[config.mk]
export PLATFORM = sky130hd
export DESIGN_NAME = bvmc_ctrl
export DESIGN_NICKNAME = d
export VERILOG_FILES = /design/src/core/bvmc_pkg.sv /design/src/core/bvmc_ctrl.sv
export SDC_FILE = /design/constraint.sdc
export NUM_CORES = 1
export LEC_CHECK = 0
export ABC_AREA = 1
export CAP_MARGIN = 20
export CORE_MARGIN = 3
export CORE_UTILIZATION = 57
export CTS_CLUSTER_DIAMETER = 120
export DETAILED_ROUTE_END_ITERATION = 8
export DONT_BUFFER_PORTS = 1
export HOLD_SLACK_MARGIN = 0.12
export PLACE_DENSITY = 0.86
export RECOVER_POWER = 100
export SETUP_SLACK_MARGIN = 0.2
export SLEW_MARGIN = 20
export SYNTH_ARGS = -nofsm -noshare
export SYNTH_HDL_FRONTEND = slang
export SYNTH_SLANG_ARGS = --single-unit
[constraint.sdc]
create_clock -name clk_sys -period 1.7 [get_ports clk_sys]
set_input_delay 0.17 -clock clk_sys [delete_from_list [all_inputs] [get_ports clk_sys]]
set_output_delay 0.17 -clock clk_sys [all_outputs]
set_load 0.05 [all_outputs]
[src/core/bvmc_pkg.sv]
`default_nettype none

package bvmc_pkg;

    // ****************************************************************
    // Register map (printed offsets are not word multiples: index * 4)
    // ****************************************************************
    localparam logic [3:0] BVMC_IDX_MODE_CTRL = 4'h0;
    localparam logic [3:0] BVMC_IDX_THRESHOLD = 4'h1;
    localparam logic [3:0] BVMC_IDX_WARN_LEVEL = 4'h8;
    localparam logic [3:0] BVMC_IDX_WARN_WARNING_INTERRUPT_CONTROL = 4'h9;
    localparam logic [3:0] BVMC_IDX_WARN_FLAG = 4'ha;
    localparam logic [3:0] BVMC_IDX_WARN_STATUS = 4'hb;
    localparam logic [3:0] BVMC_IDX_SYS_CTRL = 4'hc;

    // ****************************************************************
    // Field positions
    // ****************************************************************
    localparam int BVMC_SLEEP_LSB = 0;
    localparam int BVMC_AWAKE_LSB = 2;
    localparam int BVMC_RATE_BIT = 4;
    localparam int BVMC_IE_BIT = 0;
    localparam int BVMC_DIR_LSB = 1;
    localparam int BVMC_KEY_OPEN_BIT = 0;
    localparam int BVMC_SLEEP_REQ_BIT = 1;

    // ****************************************************************
    // Encodings
    // ****************************************************************
    localparam logic [1:0] BVMC_MODE_OFF = 2'h0;
    localparam logic [1:0] BVMC_MODE_ON = 2'h1;
    localparam logic [1:0] BVMC_MODE_SAMPLED = 2'h2;
    localparam logic [1:0] BVMC_MODE_ON_HOLD = 2'h3;
    localparam logic [1:0] BVMC_DIR_FALL = 2'h0;
    localparam logic [1:0] BVMC_DIR_RISE = 2'h1;
    localparam logic [1:0] BVMC_DIR_BOTH = 2'h2;
    localparam logic [2:0] BVMC_LVL_LOW = 3'h0;
    localparam logic [2:0] BVMC_LVL_MID = 3'h2;
    localparam logic [2:0] BVMC_LVL_HIGH = 3'h7;
    localparam logic [1:0] BVMC_MARGIN_5 = 2'h0;
    localparam logic [1:0] BVMC_MARGIN_15 = 2'h1;
    localparam logic [1:0] BVMC_MARGIN_25 = 2'h2;

    // ****************************************************************
    // Timing: key window and sample periods
    // ****************************************************************
    localparam int BVMC_KEY_WINDOW_CYC = 4;
    localparam int BVMC_CLK_HZ = 25000000;
    localparam int BVMC_FAST_RATE_HZ = 1000;
    localparam int BVMC_SLOW_RATE_HZ = 125;
    localparam int BVMC_FAST_PERIOD_CYC = BVMC_CLK_HZ / BVMC_FAST_RATE_HZ;
    localparam int BVMC_SLOW_PERIOD_CYC = BVMC_CLK_HZ / BVMC_SLOW_RATE_HZ;

    typedef struct packed {
        logic sample_rate_sel;
        logic [1:0] awake_mode;
        logic [1:0] sleep_mode;
        logic [2:0] trip_threshold_field;
    } bvmc_fuse_s;

    typedef enum logic [2:0] {
        BVMC_ST_IDLE = 3'b001,
        BVMC_ST_DATA = 3'b010,
        BVMC_ST_LOAD = 3'b100
    } bvmc_state_e;

endpackage

`default_nettype wire

[src/core/bvmc_ctrl.sv]
// The AHB-Lite slave port was decided locally.
`default_nettype none

module bvmc_ctrl (
    // Clock and reset
    input wire logic clk_sys,
    input wire logic reset_n,
    // AHB-Lite slave
    input wire logic hsel,
    input wire logic [31:0] haddr,
    input wire logic [1:0] htrans,
    input wire logic hwrite,
    input wire logic [2:0] hsize,
    input wire logic [31:0] hwdata,
    input wire logic hready,
    output logic [31:0] hrdata,
    output logic hreadyout,
    output logic hresp,
    // Fuses and system
    input wire bvmc_pkg::bvmc_fuse_s fuse_in,
    input wire logic key_open_pulse,
    input wire logic sleep_req,
    input wire logic debug_halted,
    // Analog comparators
    input wire logic below_warning_raw,
    input wire logic detector_ready_raw,
    // Analog controls and interrupt
    output logic detector_enable,
    output logic sample_strobe,
    output logic [2:0] trip_level,
    output logic [1:0] warning_margin,
    output logic wake_hold,
    output logic warning_irq
);
    import bvmc_pkg::*;

    typedef struct packed {
        bvmc_state_e st;
        logic [3:0] idx;
        logic wr;
        logic [31:0] rdata;
        logic loaded;
        logic rate;
        logic [1:0] awake_mode;
        logic [1:0] sleep_mode;
        logic [2:0] lvl;
        logic [1:0] margin;
        logic ie;
        logic [1:0] dir;
        logic flag;
        logic status;
        logic [2:0] key_cnt;
        logic [17:0] div_cnt;
        logic [1:0] below_sync;
        logic [1:0] ready_sync;
        logic below_prev;
        logic det_en;
        logic smp;
        logic hold;
        logic irq;
    } bvmc_state_s;

    bvmc_state_s s_q;
    bvmc_state_s s_d;

    logic [1:0] mode_now;
    logic mon_on;
    logic sampled;
    logic eval;
    logic fell;
    logic rose;
    logic cond;
    logic ie_rise;
    logic [17:0] period;
    logic [31:0] rd_val;

    // ****************************************************************
    // Combinational next state
    // ****************************************************************
    always_comb begin
        s_d = s_q;
        s_d.below_sync = {s_q.below_sync[0], below_warning_raw};
        s_d.ready_sync = {s_q.ready_sync[0], detector_ready_raw};
        // Fuses are captured on the first clock after reset release.
        if (!s_q.loaded) begin
            s_d.loaded = 1'b1;
            s_d.rate = fuse_in.sample_rate_sel;
            s_d.awake_mode = fuse_in.awake_mode;
            s_d.sleep_mode = fuse_in.sleep_mode;
            s_d.lvl = fuse_in.trip_threshold_field;
        end
        // Key window counts down the cycles left for a protected write.
        if (key_open_pulse) begin
            s_d.key_cnt = 3'(BVMC_KEY_WINDOW_CYC);
        end else if (s_q.key_cnt != 3'h0) begin
            s_d.key_cnt = s_q.key_cnt - 3'h1;
        end

        mode_now = sleep_req ? s_q.sleep_mode : s_q.awake_mode;
        // No mode code is reserved: every code except off (on, sampled, on-hold) enables the detector.
        mon_on = (mode_now == BVMC_MODE_ON) || (mode_now == BVMC_MODE_ON_HOLD)
            || (mode_now == BVMC_MODE_SAMPLED);
        sampled = mode_now == BVMC_MODE_SAMPLED;
        period = s_q.rate ? 18'(BVMC_SLOW_PERIOD_CYC) : 18'(BVMC_FAST_PERIOD_CYC);
        s_d.smp = 1'b0;
        if (!sampled || s_q.div_cnt >= period - 18'h1) begin
            s_d.div_cnt = 18'h0;
            s_d.smp = sampled;
        end else begin
            s_d.div_cnt = s_q.div_cnt + 18'h1;
        end
        eval = mon_on && (!sampled || s_q.smp);
        s_d.det_en = mon_on;
        s_d.hold = (mode_now == BVMC_MODE_ON_HOLD) && !s_q.ready_sync[1];

        fell = eval && s_q.below_sync[1] && !s_q.below_prev;
        rose = eval && !s_q.below_sync[1] && s_q.below_prev;
        if (eval) begin
            s_d.below_prev = s_q.below_sync[1];
            s_d.status = s_q.below_sync[1];
        end
        if (!mon_on) begin
            s_d.status = 1'b0;
        end

        if (sampled) begin
            cond = rose && (s_q.dir == BVMC_DIR_RISE);
        end else begin
            unique case (s_q.dir)
                BVMC_DIR_FALL: cond = fell;
                BVMC_DIR_RISE: cond = rose;
                BVMC_DIR_BOTH: cond = fell || rose;
                default: cond = 1'b0;
            endcase
        end
        ie_rise = 1'b0;

        // Bus: address phase captured, data phase applied one cycle later.
        unique case (s_q.st)
            BVMC_ST_DATA: begin
                if (s_q.wr) begin
                    unique case (s_q.idx)
                        BVMC_IDX_MODE_CTRL: begin
                            if (s_q.key_cnt != 3'h0) begin
                                s_d.sleep_mode = hwdata[BVMC_SLEEP_LSB +: 2];
                            end
                        end
                        BVMC_IDX_WARN_LEVEL: s_d.margin = hwdata[1:0];
                        BVMC_IDX_WARN_WARNING_INTERRUPT_CONTROL: begin
                            s_d.ie = hwdata[BVMC_IE_BIT];
                            s_d.dir = hwdata[BVMC_DIR_LSB +: 2];
                            ie_rise = hwdata[BVMC_IE_BIT] && !s_q.ie;
                        end
                        BVMC_IDX_WARN_FLAG: begin
                            if (hwdata[0]) begin
                                s_d.flag = 1'b0;
                            end
                        end
                        default: ;
                    endcase
                end
                s_d.st = BVMC_ST_IDLE;
            end
            default: s_d.st = BVMC_ST_IDLE;
        endcase
        if (hsel && hready && htrans[1]) begin
            s_d.st = BVMC_ST_DATA;
            s_d.idx = haddr[5:2];
            s_d.wr = hwrite;
        end

        // Enabling with direction both reports at once; set beats clear.
        if (mon_on && (cond || (ie_rise && s_d.dir == BVMC_DIR_BOTH))) begin
            s_d.flag = 1'b1;
        end
        s_d.irq = s_d.ie && s_d.flag && !debug_halted;

        rd_val = 32'h0;
        unique case (s_d.idx)
            BVMC_IDX_MODE_CTRL: rd_val = {27'h0, s_d.rate, s_d.awake_mode, s_d.sleep_mode};
            BVMC_IDX_THRESHOLD: rd_val = {29'h0, s_d.lvl};
            BVMC_IDX_WARN_LEVEL: rd_val = {30'h0, s_d.margin};
            BVMC_IDX_WARN_WARNING_INTERRUPT_CONTROL: rd_val = {29'h0, s_d.dir, s_d.ie};
            BVMC_IDX_WARN_FLAG: rd_val = {31'h0, s_d.flag};
            BVMC_IDX_WARN_STATUS: rd_val = {31'h0, s_d.status};
            BVMC_IDX_SYS_CTRL: rd_val = {30'h0, sleep_req, s_q.key_cnt != 3'h0};
            default: rd_val = 32'h0;
        endcase
        s_d.rdata = (s_d.st == BVMC_ST_DATA && !s_d.wr) ? rd_val : 32'h0;
    end

    // ****************************************************************
    // State register
    // ****************************************************************
    always_ff @(posedge clk_sys or negedge reset_n) begin
        if (!reset_n) begin
            s_q <= '0;
            s_q.st <= BVMC_ST_LOAD;
        end else begin
            s_q <= s_d;
        end
    end

    assign hrdata = s_q.rdata;
    assign hreadyout = 1'b1;
    assign hresp = 1'b0;
    assign detector_enable = s_q.det_en;
    assign sample_strobe = s_q.smp;
    assign trip_level = s_q.lvl;
    assign warning_margin = s_q.margin;
    assign wake_hold = s_q.hold;
    assign warning_irq = s_q.irq;

endmodule

`default_nettype wire

Word-level counts from Yosys, hierarchy flattened
Cells that the tools add are included.
{"block": "op_classes", "n_addsub": 3, "reduce_logical": 33, "magnitude_cmp": 1, "muxes": 28, "n_eq_ne": 17}
{"operator": "2-to-1 mux 18 bit", "count": 2}
{"operator": "one-hot mux 5 bit (7 select lines)", "count": 1}
{"operator": "equality test 4 bit, second input constant", "count": 8}
{"operator": "2-to-1 mux 32 bit", "count": 1}
{"operator": "adder 18 x 1 -> 18 bit, second input constant", "count": 1}
{"operator": ">= comparator 18 bit", "count": 1}
{"operator": "subtractor 18 x 1 -> 18 bit, second input constant", "count": 1}
{"operator": "logical AND 1 bit", "count": 15}
{"operator": "2-to-1 mux 2 bit", "count": 6}
{"operator": "2-to-1 mux 6 bit", "count": 2}
{"operator": "2-to-1 mux 1 bit", "count": 10}
{"operator": "2-to-1 mux 3 bit", "count": 3}
{"operator": "equality test 2 bit, second input constant", "count": 4}
{"operator": "zero test 4 bit", "count": 2}
{"operator": "2-to-1 mux 8 bit", "count": 1}
{"operator": "zero test 1 bit", "count": 7}
{"operator": "2-to-1 mux 7 bit", "count": 1}
{"operator": "equality test 3 x 2 -> 1 bit, second input constant", "count": 2}
{"operator": "logical OR 1 bit", "count": 6}
{"operator": "equality test 2 x 1 -> 1 bit, second input constant", "count": 2}
{"operator": "equality test 4 x 1 -> 1 bit, second input constant", "count": 1}
{"operator": "one-hot mux 1 bit (3 select lines)", "count": 1}
{"operator": "nonzero test 3 bit", "count": 1}
{"operator": "subtractor 3 x 1 -> 3 bit, second input constant", "count": 1}
{"operator": "2 further kinds", "count": 2}
{"block": "word_totals", "output_inout_bits": 43, "word_cells": 105, "in_bits": 87, "ff_bits": 86}

Depth between registers and ports, before layout
{"block": "depth", "word_depth": 15, "mapped_depth": 13}

Worst setup path after synthesis
No wires, ideal clock.
{"block": "synth_path", "path_kind": "register to register", "start": "reg s_q[44] (netlist bit)", "end": "reg s_q[9] (netlist bit)", "setup_time_ns": 0.072, "synth_period_minus_slack_ns": 1.791, "arrival_ns": 1.719, "t_required_ns": 1.628, "path_slack_ns": -0.091, "path_stages_with_launch": 11, "cell_sequence": "dfrtp_1 -> inv_1 -> ha_1 -> nand2_1 -> inv_1 -> a22oi_1 -> nor2_1 -> o21ai_1 -> nand4_2 -> buf_2 -> nor2_1"}
{"element": "start, declared", "line": "bvmc_ctrl.sv:63", "rtl": "bvmc_state_s s_q;"}

==> reports/metrics.yaml <==
status:
  run_status: "finished with violations"
  violations: "hold timing, setup timing"
critical_path:
  worst-r2r-cell-count: 11
  worstSetupPathType: "reg2reg"
  r2r_end: "s_q[12]$_DFF_PN0_"
  crit_path_end_kind: "register"
  arrival_ns: 2.28
  worstPathMaxFanout: 6
  crit_start: "s_q[44]$_DFF_PN0_"
  startpoint_type: "register"
  r2r_slack_ns: -0.36
  rr_startpoint: "s_q[44]$_DFF_PN0_"
  required_ns: 1.93
detailed_routing:
  viasPerCell: 6.33
  ant_nets: 0
  vias: 3336
  drt_iter0_drc: 459
  wire_per_inst_um: 24.1
  drt_wl_total_um: 12700
  drc: 0
  dr.pass1.iters: 7
floorplan:
  start_util: 0.612
  die_x_um: 81.7
  coreArea_um2: 5340
  die_h_um: 81.7
  dieArea_um2: 6670
  placementRows: 26
  ios: 130
global_routing:
  grt_pass1_wl_um: 14500
  grt_max_degree: 60
  grt_antenna_before_repair: 1
  overflow: 0
  grt_pass1_vias: 3006
  grt_usage: 0.296
layout:
  fin_util: 0.828
  design_area_um2: 4420
  nets: 549
  drive_gt1_frac: 0.349
  syn_to_final_growth_pct: 35.4
yosys:
  ys_ff_latch: 59
  synthDistinctLibCells: 36
  synth-edff-count: 0
  synth_compound_area_frac: 0.0556
  yosys_warnings: 0
  synth_top_family_by_area: "simple AND/OR/NAND/NOR gates"
  synth_top_area_frac: 0.445
  synthArstFlopShare: 1.00
  netlist_instances: 384
  syn_area_per_cell_um2: 8.50
  synth-main-ff-cell: "dfrtp_1"
  yosysTopAreaCell: "dfrtp_1"
  syn_area_um2: 3260
  yosysSeqAreaShare: 0.453
  synthAdderAreaFrac: 0.0460
  synthMuxAreaShare: 0.0165
  yosys.area_share.simple: 0.249
  synth_area_leaders: "dfrtp_1, buf_4, nand2_1"
  synth_xor_xnor_area_share: 0.0322
sta:
  fin_ws_ns: -0.356
  finalMaxSlewViolations: 0
  max_clock_freq_mhz: 486
  period_minus_slack_ns: 2.06
  period_share: 1.21
  finalSetupTns_ns: -6.24
  relSlewSlack: 0.580
  whs_ns: -0.499
  finalSetupViolCount: 23
  finClkSkew_ns: 0.0186
  rsz0062_at_grt: "yes"
  hold_violations: 59
  worst_slew_pin_slew_ns: 0.633
placed_design:
  place.gp.congestion: 0.955
  place_area_um2: 3370
  hpwl_um: 5020
  port_buffers: 0
power_and_ir_drop:
  vdd_drop_max_mv: 0.714
  p_per_area_nw_per_um2: 968
  leakagePower_nw: 2.07
clock_tree:
  cts_max_level: 3
  ctsHoldBuffers: 21
  cts_root_buf: "clkbuf_8"
  clk_pin_slew_worst_paths_ns: 0.08
  insertion_delay_ns: 0.36
  numCtsBuffers: 9
  clk_path_buf_depth: 2
  clock_sinks: 59
  cts_tree: "done"
worst_hold_path:
  min_path_type: "in2async"
flow_run:
  drv_cap: 0
-- worst max-delay path, cell delays in order, from the launching register on --
cell,delay (ns)
dfrtp_1,0.43
inv_4,0.10
ha_4,0.29
inv_1,0.04
nor2_1,0.18
nand3_2,0.14
nor2_2,0.15
nand3_2,0.13
nand4_4,0.13
buf_6,0.15
clkbuf_16,0.14
nor2_2,0.04
-- state kept, by name, indices dropped and copies added (netlist names) --
name and cells:
detector_enable 1, hrdata 5, s_d 2, s_q 43, sample_strobe 1, trip_level 3, wake_hold 1, warning_irq 1
warning_margin 2
-- Yosys cell counts (3+ instances only) --
cell,number
nor3_1,4
nor2_4,5
o21ai_1,6
inv_2,3
nand3_1,23
nand4_1,5
o21ai_0,10
inv_1,40
buf_4,40
xor2_1,7
xnor2_1,5
nand3_2,3
a21oi_1,10
ha_1,12
mux2_2,3
dfrtp_1,58
nand2_1,77
nor2_1,47
-- metal layers --
metal | global-route usage | part of all wire
met5 | 0 | 0
met4 | 0.179 | 0.099
met3 | 0.0921 | 0.13
met2 | 0.493 | 0.44
met1 | 0.331 | 0.33
-- how the worst max path moves through the flow --
| stage | cells past startpoint | end |
|---|---|---|
| 5_1_grt | 11 | s_q[21]$_DFF_PN0_ |
| 4_1_cts | 11 | s_q[14]$_DFF_PN0_ |
| 2_1_floorplan | 10 | s_q[9]$_DFF_PN0_ |
| 3_5_place_dp | 11 | s_q[18]$_DFF_PN0_ |
| 3_3_place_gp | 10 | s_q[16]$_DFF_PN0_ |
| 6_report | 11 | s_q[12]$_DFF_PN0_ |
-- layout by cell type, fill, tap and decap left out, types with 4 or more instances in the layout --
cell and count:
clkbuf_8 10, nand2_2 21, xnor2_1 5, a21oi_2 6
nor2_1 29, o21ai_2 4, inv_1 35, o21ai_1 5
nand2_4 5, conb_1 31, o21ai_0 7, nor2_4 13
ha_4 6, buf_6 6, nand3_1 11, buf_4 29
nand4_1 5, nand3_2 12, xor2_1 6, nor2_2 12
nand2_1 53, dfrtp_1 57, dlygate4sd3_1 20, clkbuf_1 9
inv_2 7, ha_1 5
-- cell families after synthesis --
logic type,Yosys count
muxes,5
DFF,59
buffers and inverters,86
other,2
adders and majority gates,12
xor gates and xnor gates,12
AOI/OAI and AO/OA,33
and+or+nand+nor,175
-- per-stage QoR --
stage	total power [W]	setup slack, ns	std cells
after floorplan	0.00213	0.00433	413
after global placement	0.00218	-0.163	468
after detailed placement	0.00221	-0.263	468
after CTS	0.00399	-0.186	517
after global routing	0.00438	-0.591	525
final	0.00428	-0.356	527
-- layout make-up --
class	instances	area (µm²)
inverter	44	168
multi-input combinational	268	1850
timing repair buffer	68	579
tap	70	87.6
clock buffer	10	138
fill	234	918
antenna	2	5.00
clock inverter	6	113
sequential	59	1480
-- where the power goes --
part | switching (W) | internal [W] | leakage, nW
clock | 0.000679 | 0.00102 | 0.126
sequential | 0.000119 | 0.00150 | 0.728
combinational | 0.000618 | 0.000342 | 1.22
total | 0.00142 | 0.00286 | 2.07
-- repair_timing --
| item | in CTS | in global routing |
|---|---|---|
| pin swaps | 15 | 36 |
| hold endpoints to repair | 90 | 59 |
| setup endpoints to repair | 23 | 26 |
| resized for setup | 42 | 87 |
| cloned | 0 | 1 |
| buffers inserted | 12 | 7 |
Note: power is estimated with default switching activity, not from simulation.
